<file path="src/rtl/sadc_params.svh">
`ifndef SADC_PARAMS_SVH
`define SADC_PARAMS_SVH

`define SADC_RES_BITS 18
`define SADC_CNT_W 5
`define SADC_CLK_PERIOD_NS 5
`define SADC_CONV_TIME_NS 525
`define SADC_CONV_CYCLES (`SADC_CONV_TIME_NS / `SADC_CLK_PERIOD_NS)
`define SADC_RESULT_RESET 18'h00000

`endif

</file>
<file path="src/rtl/sadc_pkg.sv">
package sadc_pkg;
    typedef enum logic [1:0]
    {
        SADC_IDLE = 2'b00,
        SADC_CONV = 2'b01,
        SADC_SLEEP = 2'b10
    } sadc_state_t;

    typedef struct packed
    {
        logic convert_start;
        logic serial_clk;
        logic read_select_or_chain_input;
        logic chain_select;
    } sadc_pins_t;
endpackage

</file>
<file path="src/rtl/sadc_readout.sv">
// Contract
// RQ1 - Two convert starts with no serial clock rise between them request sleep.
// RQ2 - A pending sleep request takes effect when busy falls at conversion end.
// RQ3 - While asleep a serial clock rise wakes the device.
// RQ4 - The host waits the wake-up delay after waking before a new conversion.
// RQ5 - Result bits shift out only on serial clock edges with the output enabled.
// RQ6 - The output updates after each clock rise; host samples on next fall or rise.
// RQ7 - The result msb stays on the output until the first clock rise of readout.
// RQ8 - The host should read after conversion; a 40MHz shift clock keeps 1Msps.
// RQ9 - With chain select low, output is tri-stated while read select is high.
// RQ10 - In normal mode with read select low, the new msb shows at busy fall.
// RQ11 - Pulling read select low between conversions puts the msb on the output.
// RQ12 - With a shared output the host lowers only one read select at a time.
// RQ13 - With chain select high the output is always driven and the pin is data in.
// RQ14 - In chain mode the upstream msb appears after 18 serial clock cycles.
// RQ15 - In chain mode the upstream bit is captured on every serial clock rise; the code does not capture the rise that wakes it from sleep.
// RQ16 - Busy stays high for a whole conversion; further starts are ignored.
// RQ17 - The result shifts msb first from bit seventeen down to bit zero.
`timescale 1ns/10ps
`include "sadc_params.svh"
module sadc_readout
    import sadc_pkg::*;
(
    input wire logic clk,
    input wire logic reset,
    input wire logic convert_start,
    input wire logic serial_clk,
    input wire logic read_select_or_chain_input,
    input wire logic chain_select,
    input wire logic [17:0] conv_result,
    output logic busy,
    output logic serial_out,
    output logic serial_out_oe_n,
    output logic asleep
);
    // ****************************************************************
    // Input synchronisers
    // ****************************************************************
    sadc_pins_t pins_raw;
    sadc_pins_t pins_s;

    assign pins_raw = '{convert_start: convert_start,
                        serial_clk: serial_clk,
                        read_select_or_chain_input: read_select_or_chain_input,
                        chain_select: chain_select};

    sadc_sync u_sync_cnv
    (
        .clk(clk),
        .reset(reset),
        .din(pins_raw.convert_start),
        .dout(pins_s.convert_start)
    );
    sadc_sync u_sync_sck
    (
        .clk(clk),
        .reset(reset),
        .din(pins_raw.serial_clk),
        .dout(pins_s.serial_clk)
    );
    sadc_sync u_sync_rdl
    (
        .clk(clk),
        .reset(reset),
        .din(pins_raw.read_select_or_chain_input),
        .dout(pins_s.read_select_or_chain_input)
    );
    sadc_sync u_sync_chain
    (
        .clk(clk),
        .reset(reset),
        .din(pins_raw.chain_select),
        .dout(pins_s.chain_select)
    );

    // ****************************************************************
    // Edge detection
    // ****************************************************************
    logic cnv_prev_q;
    logic sck_prev_q;
    logic cnv_rise;
    logic sck_rise;

    always_ff @(posedge clk)
    begin
        if (reset)
        begin
            cnv_prev_q <= 1'b0;
            sck_prev_q <= 1'b0;
        end
        else
        begin
            cnv_prev_q <= pins_s.convert_start;
            sck_prev_q <= pins_s.serial_clk;
        end
    end

    assign cnv_rise = pins_s.convert_start & ~cnv_prev_q;
    assign sck_rise = pins_s.serial_clk & ~sck_prev_q;

    // ****************************************************************
    // Conversion and sleep control
    // ****************************************************************
    sadc_state_t state_q;
    sadc_state_t state_d;
    logic [7:0] conv_cnt_q;
    logic [7:0] conv_cnt_d;
    logic cnv_seen_q;
    logic cnv_seen_d;
    logic sleep_req_q;
    logic sleep_req_d;
    logic busy_q;
    logic busy_d;
    logic conv_done;

    always_comb
    begin
        state_d = state_q;
        conv_cnt_d = conv_cnt_q;
        cnv_seen_d = cnv_seen_q;
        sleep_req_d = sleep_req_q;
        busy_d = busy_q;
        conv_done = 1'b0;
        if (sck_rise)
        begin
            cnv_seen_d = 1'b0;
        end
        case (state_q)
            SADC_IDLE:
            begin
                if (cnv_rise)
                begin
                    state_d = SADC_CONV;
                    busy_d = 1'b1;
                    conv_cnt_d = 8'h00;
                    if (cnv_seen_q && !sck_rise)
                    begin
                        sleep_req_d = 1'b1; // RQ1
                    end
                    cnv_seen_d = 1'b1;
                end
            end
            SADC_CONV:
            begin
                // Starts during conversion are ignored
                if (conv_cnt_q == 8'(`SADC_CONV_CYCLES - 1)) // RQ16
                begin
                    busy_d = 1'b0;
                    conv_done = 1'b1;
                    if (sleep_req_q)
                    begin
                        state_d = SADC_SLEEP; // RQ2
                        sleep_req_d = 1'b0;
                    end
                    else
                    begin
                        state_d = SADC_IDLE;
                    end
                end
                else
                begin
                    conv_cnt_d = conv_cnt_q + 8'h01;
                end
            end
            SADC_SLEEP:
            begin
                if (sck_rise)
                begin
                    state_d = SADC_IDLE; // RQ3
                end
            end
            default:
            begin
                state_d = SADC_IDLE;
            end
        endcase
    end

    always_ff @(posedge clk)
    begin
        if (reset)
        begin
            state_q <= SADC_IDLE;
            conv_cnt_q <= 8'h00;
            cnv_seen_q <= 1'b0;
            sleep_req_q <= 1'b0;
            busy_q <= 1'b0;
        end
        else
        begin
            state_q <= state_d;
            conv_cnt_q <= conv_cnt_d;
            cnv_seen_q <= cnv_seen_d;
            sleep_req_q <= sleep_req_d;
            busy_q <= busy_d;
        end
    end

    // ****************************************************************
    // Serial shifter
    // ****************************************************************
    logic [17:0] shift_q;
    logic [17:0] shift_d;
    logic sdo_q;
    logic sdo_d;
    logic oe_n_q;
    logic oe_n_d;
    logic asleep_q;
    logic asleep_d;
    logic enabled;

    // Chain mode always drives; normal mode follows read select
    assign enabled = pins_s.chain_select |
                     ~pins_s.read_select_or_chain_input; // RQ9 RQ13

    always_comb
    begin
        shift_d = shift_q;
        if (conv_done)
        begin
            shift_d = conv_result; // RQ10
        end
        else if (sck_rise && enabled && state_q != SADC_SLEEP)
        begin
            // Upstream bit enters at lsb in chain mode
            shift_d = {shift_q[16:0],
                       pins_s.chain_select &
                       pins_s.read_select_or_chain_input}; // RQ5 RQ15 RQ17
        end
        sdo_d = shift_d[17]; // RQ6 RQ7 RQ11 RQ14
        oe_n_d = ~enabled;
        asleep_d = (state_d == SADC_SLEEP); // RQ2
    end

    always_ff @(posedge clk)
    begin
        if (reset)
        begin
            shift_q <= `SADC_RESULT_RESET;
            sdo_q <= 1'b0;
            oe_n_q <= 1'b1;
            asleep_q <= 1'b0;
        end
        else
        begin
            shift_q <= shift_d;
            sdo_q <= sdo_d;
            oe_n_q <= oe_n_d;
            asleep_q <= asleep_d;
        end
    end

    assign busy = busy_q;
    assign serial_out = sdo_q;
    assign serial_out_oe_n = oe_n_q;
    assign asleep = asleep_q;
endmodule

</file>
<file path="src/rtl/sadc_sync.sv">
`timescale 1ns/10ps
module sadc_sync
(
    input wire logic clk,
    input wire logic reset,
    input wire logic din,
    output logic dout
);
    logic meta_q;
    logic meta_d;
    logic sync_q;
    logic sync_d;

    always_comb
    begin
        meta_d = din;
        sync_d = meta_q;
    end

    always_ff @(posedge clk)
    begin
        if (reset)
        begin
            meta_q <= 1'b0;
            sync_q <= 1'b0;
        end
        else
        begin
            meta_q <= meta_d;
            sync_q <= sync_d;
        end
    end

    assign dout = sync_q;
endmodule

</file>
<file path="config.mk">
export PLATFORM = sky130hd
export DESIGN_NAME = sadc_readout
export DESIGN_NICKNAME = d
export VERILOG_FILES = /design/src/rtl/sadc_pkg.sv /design/src/rtl/sadc_readout.sv /design/src/rtl/sadc_sync.sv
export VERILOG_INCLUDE_DIRS = /design/src /design/src/rtl
export SDC_FILE = /design/constraint.sdc
export NUM_CORES = 1
export LEC_CHECK = 0
export ABC_CLOCK_PERIOD_IN_PS = 1940
export BUFFER_PORTS_ARGS = -buffer_cell sky130_fd_sc_hd__buf_4
export CELL_PAD_IN_SITES_DETAIL_PLACEMENT = 1
export CELL_PAD_IN_SITES_GLOBAL_PLACEMENT = 2
export CORE_UTILIZATION = 30
export DETAILED_ROUTE_END_ITERATION = 8
export HOLD_SLACK_MARGIN = 0.05
export PLACE_DENSITY = 0.78
export SLEW_MARGIN = 0
export SYNTH_ARGS = -nofsm -noshare
export SYNTH_HDL_FRONTEND = slang
export SYNTH_SLANG_ARGS = --single-unit
</file>
<file path="constraint.sdc">
create_clock -name clk -period 1.94 [get_ports clk]
set_clock_uncertainty 0.1 [all_clocks]
set_input_delay 0.485 -clock clk [delete_from_list [all_inputs] [get_ports clk]]
set_output_delay 0.485 -clock clk [all_outputs]
set_load 0.01 [all_outputs]
</file>
==> summary.md, run 1 <==
| Metric | Value |
|---|---|
| Pint | `1.34 mW` |
| Area growth syn-to-layout | `22.3%` |
| Worst-case reg-to-reg path depth | `5` |
| Post-synth EDFFs | `0` |
| CP Capture Type | `register` |
| Fin cells | `294` |
| Worst Tran Pin Value | `414 ps` |
| Via count | `1,399` |
| Reg2reg start | `state_q[1]$_SDFF_PP0_` |
| Die Y | `78.9 um` |
| Dpl hpwl | `2430 um` |
| Worst vdd ir | `0.296 mV` |
| Iter 0 DRT Violations | `43` |
| Sequential area share after synthesis | `0.485` |
| Crit path kind | `register to register` |
| Fin crit share | `0.881` |
| Synthesized area per cell | `9.24 um2` |
| Met3 Usage GRT | `0.0322` |
| Initial core utilization | `0.316` |
| Worst path required time | `between 2000 and 2500 ps` |
| Post-Syn Nets | `218` |
| Hold Fails Final Rpt | `0` |
| Drc violations | `0` |
| Area of the multi-input gates | `between 800 and 900 um2` |
| Max reg flops | `18` |
| Placed cells | `286` |
| Top Registers | `shift_q: 18 flops, conv_cnt_q: 8 flops, state_q: 2 flops` |
| ANT cells | `0` |
| Final Wtd Congestion | `0.753` |
| H-tree depth | `2` |
| CTS tree | `yes` |
| Gr ovfl total | `0` |
| Crit path time final | `1710 ps` |
| Die Area | `6230 um2` |
| Ys flop type | `dfxtp_1` |
| FF-to-FF End | `shift_q[17]$_SDFFE_PP0P_` |
| PortBufs | `27` |
| Final WL | `around 3700 um` |
| IO Pins | `28` |
| Cts repair resizes | `0` |
| Core ar. | `5610 um2` |
| CTS Root Cell | `clkbuf_8` |
| Final setup fails | `0` |
| Routed Antenna Nets | `0` |
| Num CTS Buffers | `5` |
| Slew Limit Fails | `0` |
| First-pass GRT wire length | `6240 um` |
| Most frequent cells in the layout | `43 x dfxtp_1, 36 x nand2_1, 32 x buf_4` |
| Async S/R FF share, synth | `0` |
| Met2 Resource Use GR | `0.190` |
| Fillers | `688` |
| Sequential power share | `0.522` |
| Buf/Inv on CP | `1` |
| Rel. slew slack | `0.724` |
| Synth warn | `0` |
| Sw Ratio | `0.226` |
| FF+latch area | `roughly 860 um2` |
| Fmax | `585 MHz` |
| Die Wd | `78.9 um` |
| Hold depth | `2` |
| Nets | `about 250` |
| Yosys cell types | `35` |
| Hold_buf cts | `0` |
| Largest net degree at the start of global routing | `39` |
| CP Data Arrival Time | `1830 ps` |
| Outcome | `finished clean` |
| R2r setup slk | `between 200 and 250 ps` |
| Hold EP | `u_sync_sck.meta_q$_SDFF_PP0_` |
| Critical-path cell list | `nor2b_4 > or3_1 > buf_4 > nand2_1 > a311oi_1` |
| GR peak layer | `met2` |
| Static Leak | `0.825 nW` |
| CP startpoint | `state_q[1]$_SDFF_PP0_` |
| DR WL/cell | `12.6 um` |
| Initial antenna violation count | `0` |
| Startpoint Class | `register` |
| Clk sink count | `43` |
| Psw | `0.393 mW` |
| Hold path start | `serial_clk` |
| Clk pwr share | `0.418` |
| Vias in the first global route | `1,302` |
| Critical path's largest stage delay | `490 ps` |
| Mapped Area | `around 1800 um2` |
| Pwr dens | `approximately 800 nW/um2` |
| Setup TNS | `0 ps` |
| Biggest register | `shift_q` |
| Vias/cell | `approximately 4.8` |
| Worst hold path type | `primary input to register` |
| Logic pwr share | `0.060` |
| Rows | `27` |
| Longest Clk Path Bufs | `2` |
| Seq cells post-synth | `43` |
| Critical path's top delay family | `simple AND/OR/NAND/NOR gates` |
| Total track usage | `0.130` |
| Post-CTS Setup Bufs | `0` |
| Routing usage on met1 | `0.176` |
| Critical-path cell with the highest stage delay | `dfxtp_1` |
| Clock transition at path regs | `around 90 ps` |
| RSZ-0062 raised after global routing | `no` |
| DR pass1 iterations | `4` |
| Max Cap Viol | `0` |
| Gate Count Post-Synth | `~190` |
| Clk_lat worst skew | `300 ps` |
| Layout cell share with drive strength beyond 1 | `0.243` |
| CP max FO | `9` |
| Most common cell after layout, fill and taps aside | `dfxtp_1` |
[worst max path at each step]
stage / end / slack (ps) / cells past startpoint
after floorplan: shift_q[3]$_SDFFE_PP0P_ / 410 / 6
after global placement: shift_q[17]$_SDFFE_PP0P_ / 280 / 5
after detailed placement: shift_q[7]$_SDFFE_PP0P_ / 270 / 5
after CTS: shift_q[17]$_SDFFE_PP0P_ / 200 / 5
after global routing: shift_q[13]$_SDFFE_PP0P_ / 60 / 5
final: shift_q[17]$_SDFFE_PP0P_ / 230 / 5
[Yosys cell counts (2+ instances only)]
library cell  number  area share
and3_1             2      0.0071
a311oi_2           3       0.025
xor2_1             5       0.025
a311oi_1          15       0.074
ha_1               2       0.014
nand4_1            3       0.011
clkbuf_1           4      0.0085
mux2i_1            2       0.011
nor2_1            31       0.066
nor2b_1           11       0.039
buf_2              3      0.0085
inv_1              3      0.0063
nand2b_1           2      0.0071
nand2_1           36       0.076
a211oi_1           3       0.013
buf_6              3       0.019
dfxtp_1           43        0.49
a21oi_1            4       0.011
[power by group through the flow]
stage	Clock, mW	Combinational (mW)	Sequential, mW
2_1_floorplan	0	0.0528	0.927
3_3_place_gp	0	0.105	0.927
3_5_place_dp	0	0.106	0.928
4_1_cts	0.748	0.107	0.907
5_1_grt	0.790	0.115	0.909
6_report	0.726	0.105	0.907
[per-stage QoR]
stage | setup slack (ps) | instance area [um2] | util | hold slack [ps] | total power, mW
final | 231 | 2170 | 0.387 | 283 | 1.74
after global routing | 61.4 | 2170 | 0.387 | 281 | 1.81
after CTS | 195 | 2170 | 0.387 | 274 | 1.76
after floorplan | 412 | 1770 | - | 314 | 0.980
after global placement | 280 | 2050 | 0.366 | 318 | 1.03
after detailed placement | 269 | 2050 | 0.366 | 330 | 1.03
[area by class of cell]
cell class,instances,share of cell area
inverters,3,0.00519
clock inverters,3,0.0219
multi-input cells,135,0.383
well taps,72,0.0415
flip-flops and latches,43,0.397
clock buffers,5,0.0317
repair buffers,33,0.120
[kinds of logic after synthesis]
| family | share of synthesized area |
|---|---|
| compound gates | 0.142 |
| xor+xnor | 0.0247 |
| fa+ha+maj | 0.0141 |
| buf+inv | 0.0465 |
| flops | 0.485 |
| mux | 0.0113 |
| simple gates | 0.276 |
[worst register-to-register path: stages, from the launching register on]
cell	delay [ps]
dfxtp_1	490
nor2b_4	260
or3_1	290
buf_4	200
nand2_1	50
a311oi_1	240
[per-layer routing]
metal	wire length, um	vias up	part of all wire
met3	120	7	0.032
met4	81	0	0.022
met2	1590	20	0.43
met5	0	-	0
met1	1910	652	0.52
li1	-	720	-
(Power assumes the default switching activity.)
==> run 2: changes to the inputs <==
--- a/config.mk
+++ b/config.mk
@@ -7,7 +7,7 @@
 export NUM_CORES = 1
 export LEC_CHECK = 0
 export ABC_CLOCK_PERIOD_IN_PS = 1940
-export BUFFER_PORTS_ARGS = -buffer_cell sky130_fd_sc_hd__buf_4
+export BUFFER_PORTS_ARGS = -buffer_cell sky130_fd_sc_hd__buf_2
 export CELL_PAD_IN_SITES_DETAIL_PLACEMENT = 1
 export CELL_PAD_IN_SITES_GLOBAL_PLACEMENT = 2
 export CORE_UTILIZATION = 30
==> summary.md, run 2 (same netlist as run 1, synthesis figures left out) <==
| Metric | Value |
|---|---|
| Static Leak | `0.783 nW (-5.0%)` |
| Biggest register | `shift_q` |
| Fmax | `588 MHz (+0.54%)` |
| Slew Limit Fails | `0 (unchanged)` |
| Hold Fails Final Rpt | `0 (unchanged)` |
| Most frequent cells in the layout | `43 x dfxtp_1, 36 x nand2_1, 31 x nor2_1` |
| ANT cells | `0 (unchanged)` |
| Area growth syn-to-layout | `16.0%` |
| Vias/cell | `4.73 (-0.68%)` |
| Hold_buf cts | `0 (unchanged)` |
| Num CTS Buffers | `5 (unchanged)` |
| CP Data Arrival Time | `1750 ps (-80 ps)` |
| CP Capture Type | `register` |
| Nets | `247 (unchanged)` |
| Psw | `0.338 mW (-14%)` |
| Layout cell share with drive strength beyond 1 | `0.232 (-0.0114)` |
| Vias in the first global route | `1,349 (+3.6%)` |
| Worst-case reg-to-reg path depth | `7 (+2)` |
| Post-CTS Setup Bufs | `0 (unchanged)` |
| Rel. slew slack | `0.728 (+0.00402)` |
| Top Registers | `shift_q: 18 flops, conv_cnt_q: 8 flops, state_q: 2 flops` |
| First-pass GRT wire length | `6120 um (-2.0%)` |
| Fin crit share | `0.876 (-0.00475)` |
| Die Wd | `78.9 um (unchanged)` |
| Pint | `1.18 mW (-12%)` |
| Most common cell after layout, fill and taps aside | `dfxtp_1` |
| Max Cap Viol | `0 (unchanged)` |
| Total track usage | `0.127 (-0.00361)` |
| Clk sink count | `43 (unchanged)` |
| Die Area | `6230 um2 (unchanged)` |
| Cts repair resizes | `0 (unchanged)` |
| Critical path's largest stage delay | `370 ps (-120 ps)` |
| Rows | `27 (unchanged)` |
| Setup ws final | `240 ps (+9.22 ps)` |
| Fillers | `696 (+1.2%)` |
| IO Pins | `28 (unchanged)` |
| Crit path time final | `1700 ps (-9.22 ps)` |
| Startpoint Class | `register` |
| Final Wtd Congestion | `0.713 (-5.4%)` |
| H-tree depth | `2 (unchanged)` |
| Final Cell Area | `2060 um2 (-5.1%)` |
| CTS Root Cell | `clkbuf_8` |
| Core ar. | `5610 um2 (unchanged)` |
| Drc violations | `0 (unchanged)` |
| Via count | `1,380 (-1.4%)` |
| Largest net degree at the start of global routing | `40 (+2.6%)` |
| Initial core utilization | `0.316 (unchanged)` |
| Clock transition at path regs | `80 ps (about the same)` |
| Clk pwr share | `0.343 (-0.075)` |
| Iter 0 DRT Violations | `29 (-33%)` |
| DR WL/cell | `12.5 um (-0.90%)` |
| Crit path kind | `register to register` |
| Cell area after placement | `1990 um2 (-3.3%)` |
| Logic pwr share | `0.060 (about the same)` |
| RSZ-0062 raised after global routing | `no` |
| PortBufs | `27 (unchanged)` |
| Setup TNS | `0 ps (unchanged)` |
| Worst vdd ir | `0.286 mV (-3.3%)` |
| Die Y | `78.9 um (unchanged)` |
| Final WL | `3640 um (-1.6%)` |
| Final setup fails | `0 (unchanged)` |
| DP Worst Slack | `254 ps (-15.5 ps)` |
| Max reg flops | `18 (unchanged)` |
| Gr ovfl total | `0 (unchanged)` |
| Outcome | `finished clean` |
| DR pass1 iterations | `4 (unchanged)` |
| Clk_lat worst skew | `290 ps (about the same)` |
| Routed Antenna Nets | `0 (unchanged)` |
| Hold depth | `2 (unchanged)` |
| Worst hold path type | `primary input to register` |
| CTS tree | `yes` |
| Sequential power share | `0.597 (+0.075)` |
| Sw Ratio | `0.222 (-0.00394)` |
| Critical-path cell with the highest stage delay | `dfxtp_1` |
| Pwr dens | `738 nW/um2 (-7.9%)` |
| Longest Clk Path Bufs | `2 (unchanged)` |
| Worst Tran Pin Value | `408 ps (-6.04 ps)` |
| Initial antenna violation count | `0 (unchanged)` |
| CP max FO | `39 (+30)` |
| Dpl hpwl | `2480 um (+2.2%)` |
| Worst path required time | `1990 ps (-70 ps)` |
| Critical-path cell list | `inv_1 > ha_1 > and3b_1 > nand3_2 > buf_12 > a2bb2oi_1 > a211oi_1` |
## run 2: cell types whose count changed in the layout (fill, tap and decap cells not counted), sizes merged
cell	previous run	this run
clkbuf	5	6
clkinv	1	0
bufinv	1	0
inv	4	3
## run 2: layout make-up
type / instances / area, um2 / area share
flip-flops and latches: 43 / 861 / 0.418
multi-input cells: 135 / 831 / 0.404
repair buffers: 33 / 193 / 0.0936
well taps: 72 / 90.1 / 0.0438
clock buffers: 6 / 72.6 / 0.0353
inverters: 3 / 11.3 / 0.00547
## run 2: path summary, 6_finish.rpt
path | start | end | slack, ps
worst min register to register | u_sync_chain.meta_q$_SDFF_PP0_ | u_sync_chain.dout$_SDFF_PP0_ | 340
worst min-delay path | chain_select | u_sync_chain.meta_q$_SDFF_PP0_ | 310
worst max-delay path | conv_cnt_q[0]$_SDFFE_PP0P_ | asleep$_SDFF_PP0_ | 240
worst max register to register | conv_cnt_q[0]$_SDFFE_PP0P_ | asleep$_SDFF_PP0_ | 240
## run 2: routing by layer
metal	track usage	vias to the layer above	wire length, um
met5	0	-	0
met2	0.198	18	1620
met4	0.0491	0	61
met1	0.164	637	1840
met3	0.0368	6	116
li1	-	719	-
## run 2: power by group through the flow
stage / Sequential [mW] / Clock, mW / Combinational (mW)
2_1_floorplan: 0.927 / 0 / 0.0528
3_3_place_gp: 0.927 / 0 / 0.0925
3_5_place_dp: 0.928 / 0 / 0.0928
4_1_cts: 0.908 / 0.549 / 0.0931
5_1_grt: 0.909 / 0.581 / 0.102
6_report: 0.907 / 0.521 / 0.0909
## run 2: metrics by stage
step | hold slack [ps] | std cells | util | power [mW]
final | 307 | 292 | 0.367 | 1.52
after global routing | 306 | 292 | 0.367 | 1.59
after CTS | 299 | 292 | 0.367 | 1.55
after detailed placement | 328 | 286 | 0.354 | 1.02
after global placement | 320 | 286 | 0.354 | 1.02
after floorplan | 314 | 192 | - | 0.980
## run 2: critical path, delay by kind of cell, from the launching register on
kind / cells / cell delay, ps
buf+inv: 2 / 280
simple gates: 2 / 290
fa+ha+maj: 1 / 210
compound gates: 2 / 300
flops: 1 / 370
==> run 3: changes to the inputs <==
--- a/config.mk
+++ b/config.mk
@@ -6,7 +6,7 @@
 export SDC_FILE = /design/constraint.sdc
 export NUM_CORES = 1
 export LEC_CHECK = 0
-export ABC_CLOCK_PERIOD_IN_PS = 1940
+export ABC_CLOCK_PERIOD_IN_PS = 1750
 export BUFFER_PORTS_ARGS = -buffer_cell sky130_fd_sc_hd__buf_2
 export CELL_PAD_IN_SITES_DETAIL_PLACEMENT = 1
 export CELL_PAD_IN_SITES_GLOBAL_PLACEMENT = 2
==> constraint.sdc (replaced) <==
create_clock -name clk -period 1.75 [get_ports clk]
set_clock_uncertainty 0.1 [all_clocks]
set_input_delay 0.4375 -clock clk [delete_from_list [all_inputs] [get_ports clk]]
set_output_delay 0.4375 -clock clk [all_outputs]
set_load 0.01 [all_outputs]
==> summary.md, run 3 (same netlist as run 1, synthesis figures left out) <==
| Metric | Value |
|---|---|
| First-pass GRT wire length | `6310 um (+3.2%)` |
| Vias/cell | `4.80 (+1.6%)` |
| Area of the multi-input gates | `845 um2 (+1.7%)` |
| Fin cells | `298 (+2.1%)` |
| Die Area | `6230 um2 (unchanged)` |
| Die Wd | `78.9 um (unchanged)` |
| Final Wtd Congestion | `0.681 (-4.5%)` |
| Worst hold path type | `primary input to register` |
| Die Y | `78.9 um (unchanged)` |
| Initial antenna violation count | `0 (unchanged)` |
| Static Leak | `0.841 nW (+7.4%)` |
| Nets | `251 (+1.6%)` |
| Clock transition at path regs | `80 ps (about the same)` |
| CTS tree | `yes` |
| Most frequent cells in the layout | `41 x dfxtp_1, 36 x nand2_1, 31 x nor2_1` |
| Routed Antenna Nets | `0 (unchanged)` |
| Initial core utilization | `0.316 (unchanged)` |
| Num CTS Buffers | `5 (unchanged)` |
| Fmax | `617 MHz (+4.9%)` |
| CTS Root Cell | `clkbuf_8` |
| Placed cells | `288 (+0.70%)` |
| Via count | `1,431 (+3.7%)` |
| ANT cells | `0 (unchanged)` |
| Vias in the first global route | `1,358 (+0.67%)` |
| Rel. slew slack | `0.782 (+0.0542)` |
| Final WL | `3920 um (+7.8%)` |
| Crit path time final | `1620 ps (-78.8 ps)` |
| Worst path required time | `1830 ps (-160 ps)` |
| H-tree depth | `2 (unchanged)` |
| Total track usage | `0.130 (+0.00299)` |
| Fillers | `705 (+1.3%)` |
| Hold_buf cts | `0 (unchanged)` |
| Dpl hpwl | `2470 um (-0.26%)` |
| Longest Clk Path Bufs | `2 (unchanged)` |
| CP Data Arrival Time | `1700 ps (-50 ps)` |
| Drc violations | `0 (unchanged)` |
| Hold depth | `2 (unchanged)` |
| Top Registers | `shift_q: 18 flops, conv_cnt_q: 8 flops, state_q: 2 flops` |
| IO Pins | `28 (unchanged)` |
| Hold Fails Final Rpt | `0 (unchanged)` |
| Slew Limit Fails | `0 (unchanged)` |
| DR WL/cell | `13.2 um (+5.7%)` |
| Final setup fails | `0 (unchanged)` |
| Clk sink count | `43 (unchanged)` |
| Final core occ | `0.389 (+0.0216)` |
| Worst-case reg-to-reg path depth | `3 (-4)` |
| Largest net degree at the start of global routing | `38 (-5.0%)` |
| Max reg flops | `18 (unchanged)` |
| Crit path kind | `register to register` |
| Worst Tran Pin Value | `327 ps (-81.7 ps)` |
| Startpoint Class | `register` |
| Core ar. | `5610 um2 (unchanged)` |
| PortBufs | `27 (unchanged)` |
| WHS | `254 ps (-52.7 ps)` |
| CP max FO | `8 (-79%)` |
| CP Capture Type | `register` |
| Gr ovfl total | `0 (unchanged)` |
| Clk_lat worst skew | `290 ps (about the same)` |
| Rows | `27 (unchanged)` |
| Iter 0 DRT Violations | `54 (+86%)` |
| Outcome | `finished clean` |
| Fin crit share | `0.926 (+0.0501)` |
| Biggest register | `shift_q` |
| Most common cell after layout, fill and taps aside | `dfxtp_1` |
| DR pass1 iterations | `4 (unchanged)` |
| Layout cell share with drive strength beyond 1 | `0.265 (+0.0337)` |
| Worst vdd ir | `0.486 mV (+70%)` |
| Area growth syn-to-layout | `22.8%` |
| Post-CTS Setup Bufs | `0 (unchanged)` |
| Max Cap Viol | `0 (unchanged)` |
| Pwr dens | `824 nW/um2 (+12%)` |
| Total Power | `1.80 mW (+18%)` |
| FF+latch area | `863 um2 (+0.29%)` |
[run 3: worst paths after layout]
path / start / to / slack (ps)
max reg2reg: state_q[0]$_SDFF_PP0_ / conv_cnt_q[7]$_SDFFE_PP0P_ / 130
max: state_q[0]$_SDFF_PP0_ / conv_cnt_q[7]$_SDFFE_PP0P_ / 130
min reg2reg: u_sync_rdl.meta_q$_SDFF_PP0_ / u_sync_rdl.dout$_SDFF_PP0_ / 340
min: read_select_or_chain_input / u_sync_rdl.meta_q$_SDFF_PP0_ / 250
[run 3: what timing repair did]
item | 4_1_cts | 5_1_grt
endpoints found under the hold margin | 0 | 0
setup endpoints to repair | 0 | 17
gates resized for setup | 0 | 4
[run 3: cell type report]
type                            count  share of cell area
Multi-Input combinational cell    135               0.387
Tap cell                           72              0.0413
Inverter                            3             0.00517
Timing Repair Buffer               37               0.124
Sequential cell                    43               0.396
Clock buffer                        8              0.0459
[run 3: power breakdown]
group          switching [mW]  total [mW]  internal (mW)
clock network           0.325       0.685          0.360
registers             0.00965        1.01          0.996
logic                  0.0549       0.106         0.0511
total                   0.389        1.80           1.41
[run 3: layer usage]
metal	GRT usage	share of wire	wire length, um	vias to the layer above
met5	0	0	0	-
met4	0.0545	0.016	64	0
met3	0.0345	0.032	126	5
met2	0.204	0.47	1840	19
met1	0.167	0.48	1890	680
li1	-	-	-	727
[run 3: per-stage QoR]
step / cell area, um2 / setup TNS [ps] / setup WS [ps]
after floorplan: 1770 / 0 / 222
after global placement: 2010 / 0 / 135
after detailed placement: 2010 / 0 / 60.0
after CTS: 2110 / 0 / 42.7
after global routing: 2180 / -3.73 / -3.73
final: 2180 / 0 / 129
[run 3: worst max-delay path, stage by stage, from the launching register on]
cell and delay, ps:
dfxtp_1 410, or4b_2 690, nand2b_1 240, nor2_1 80
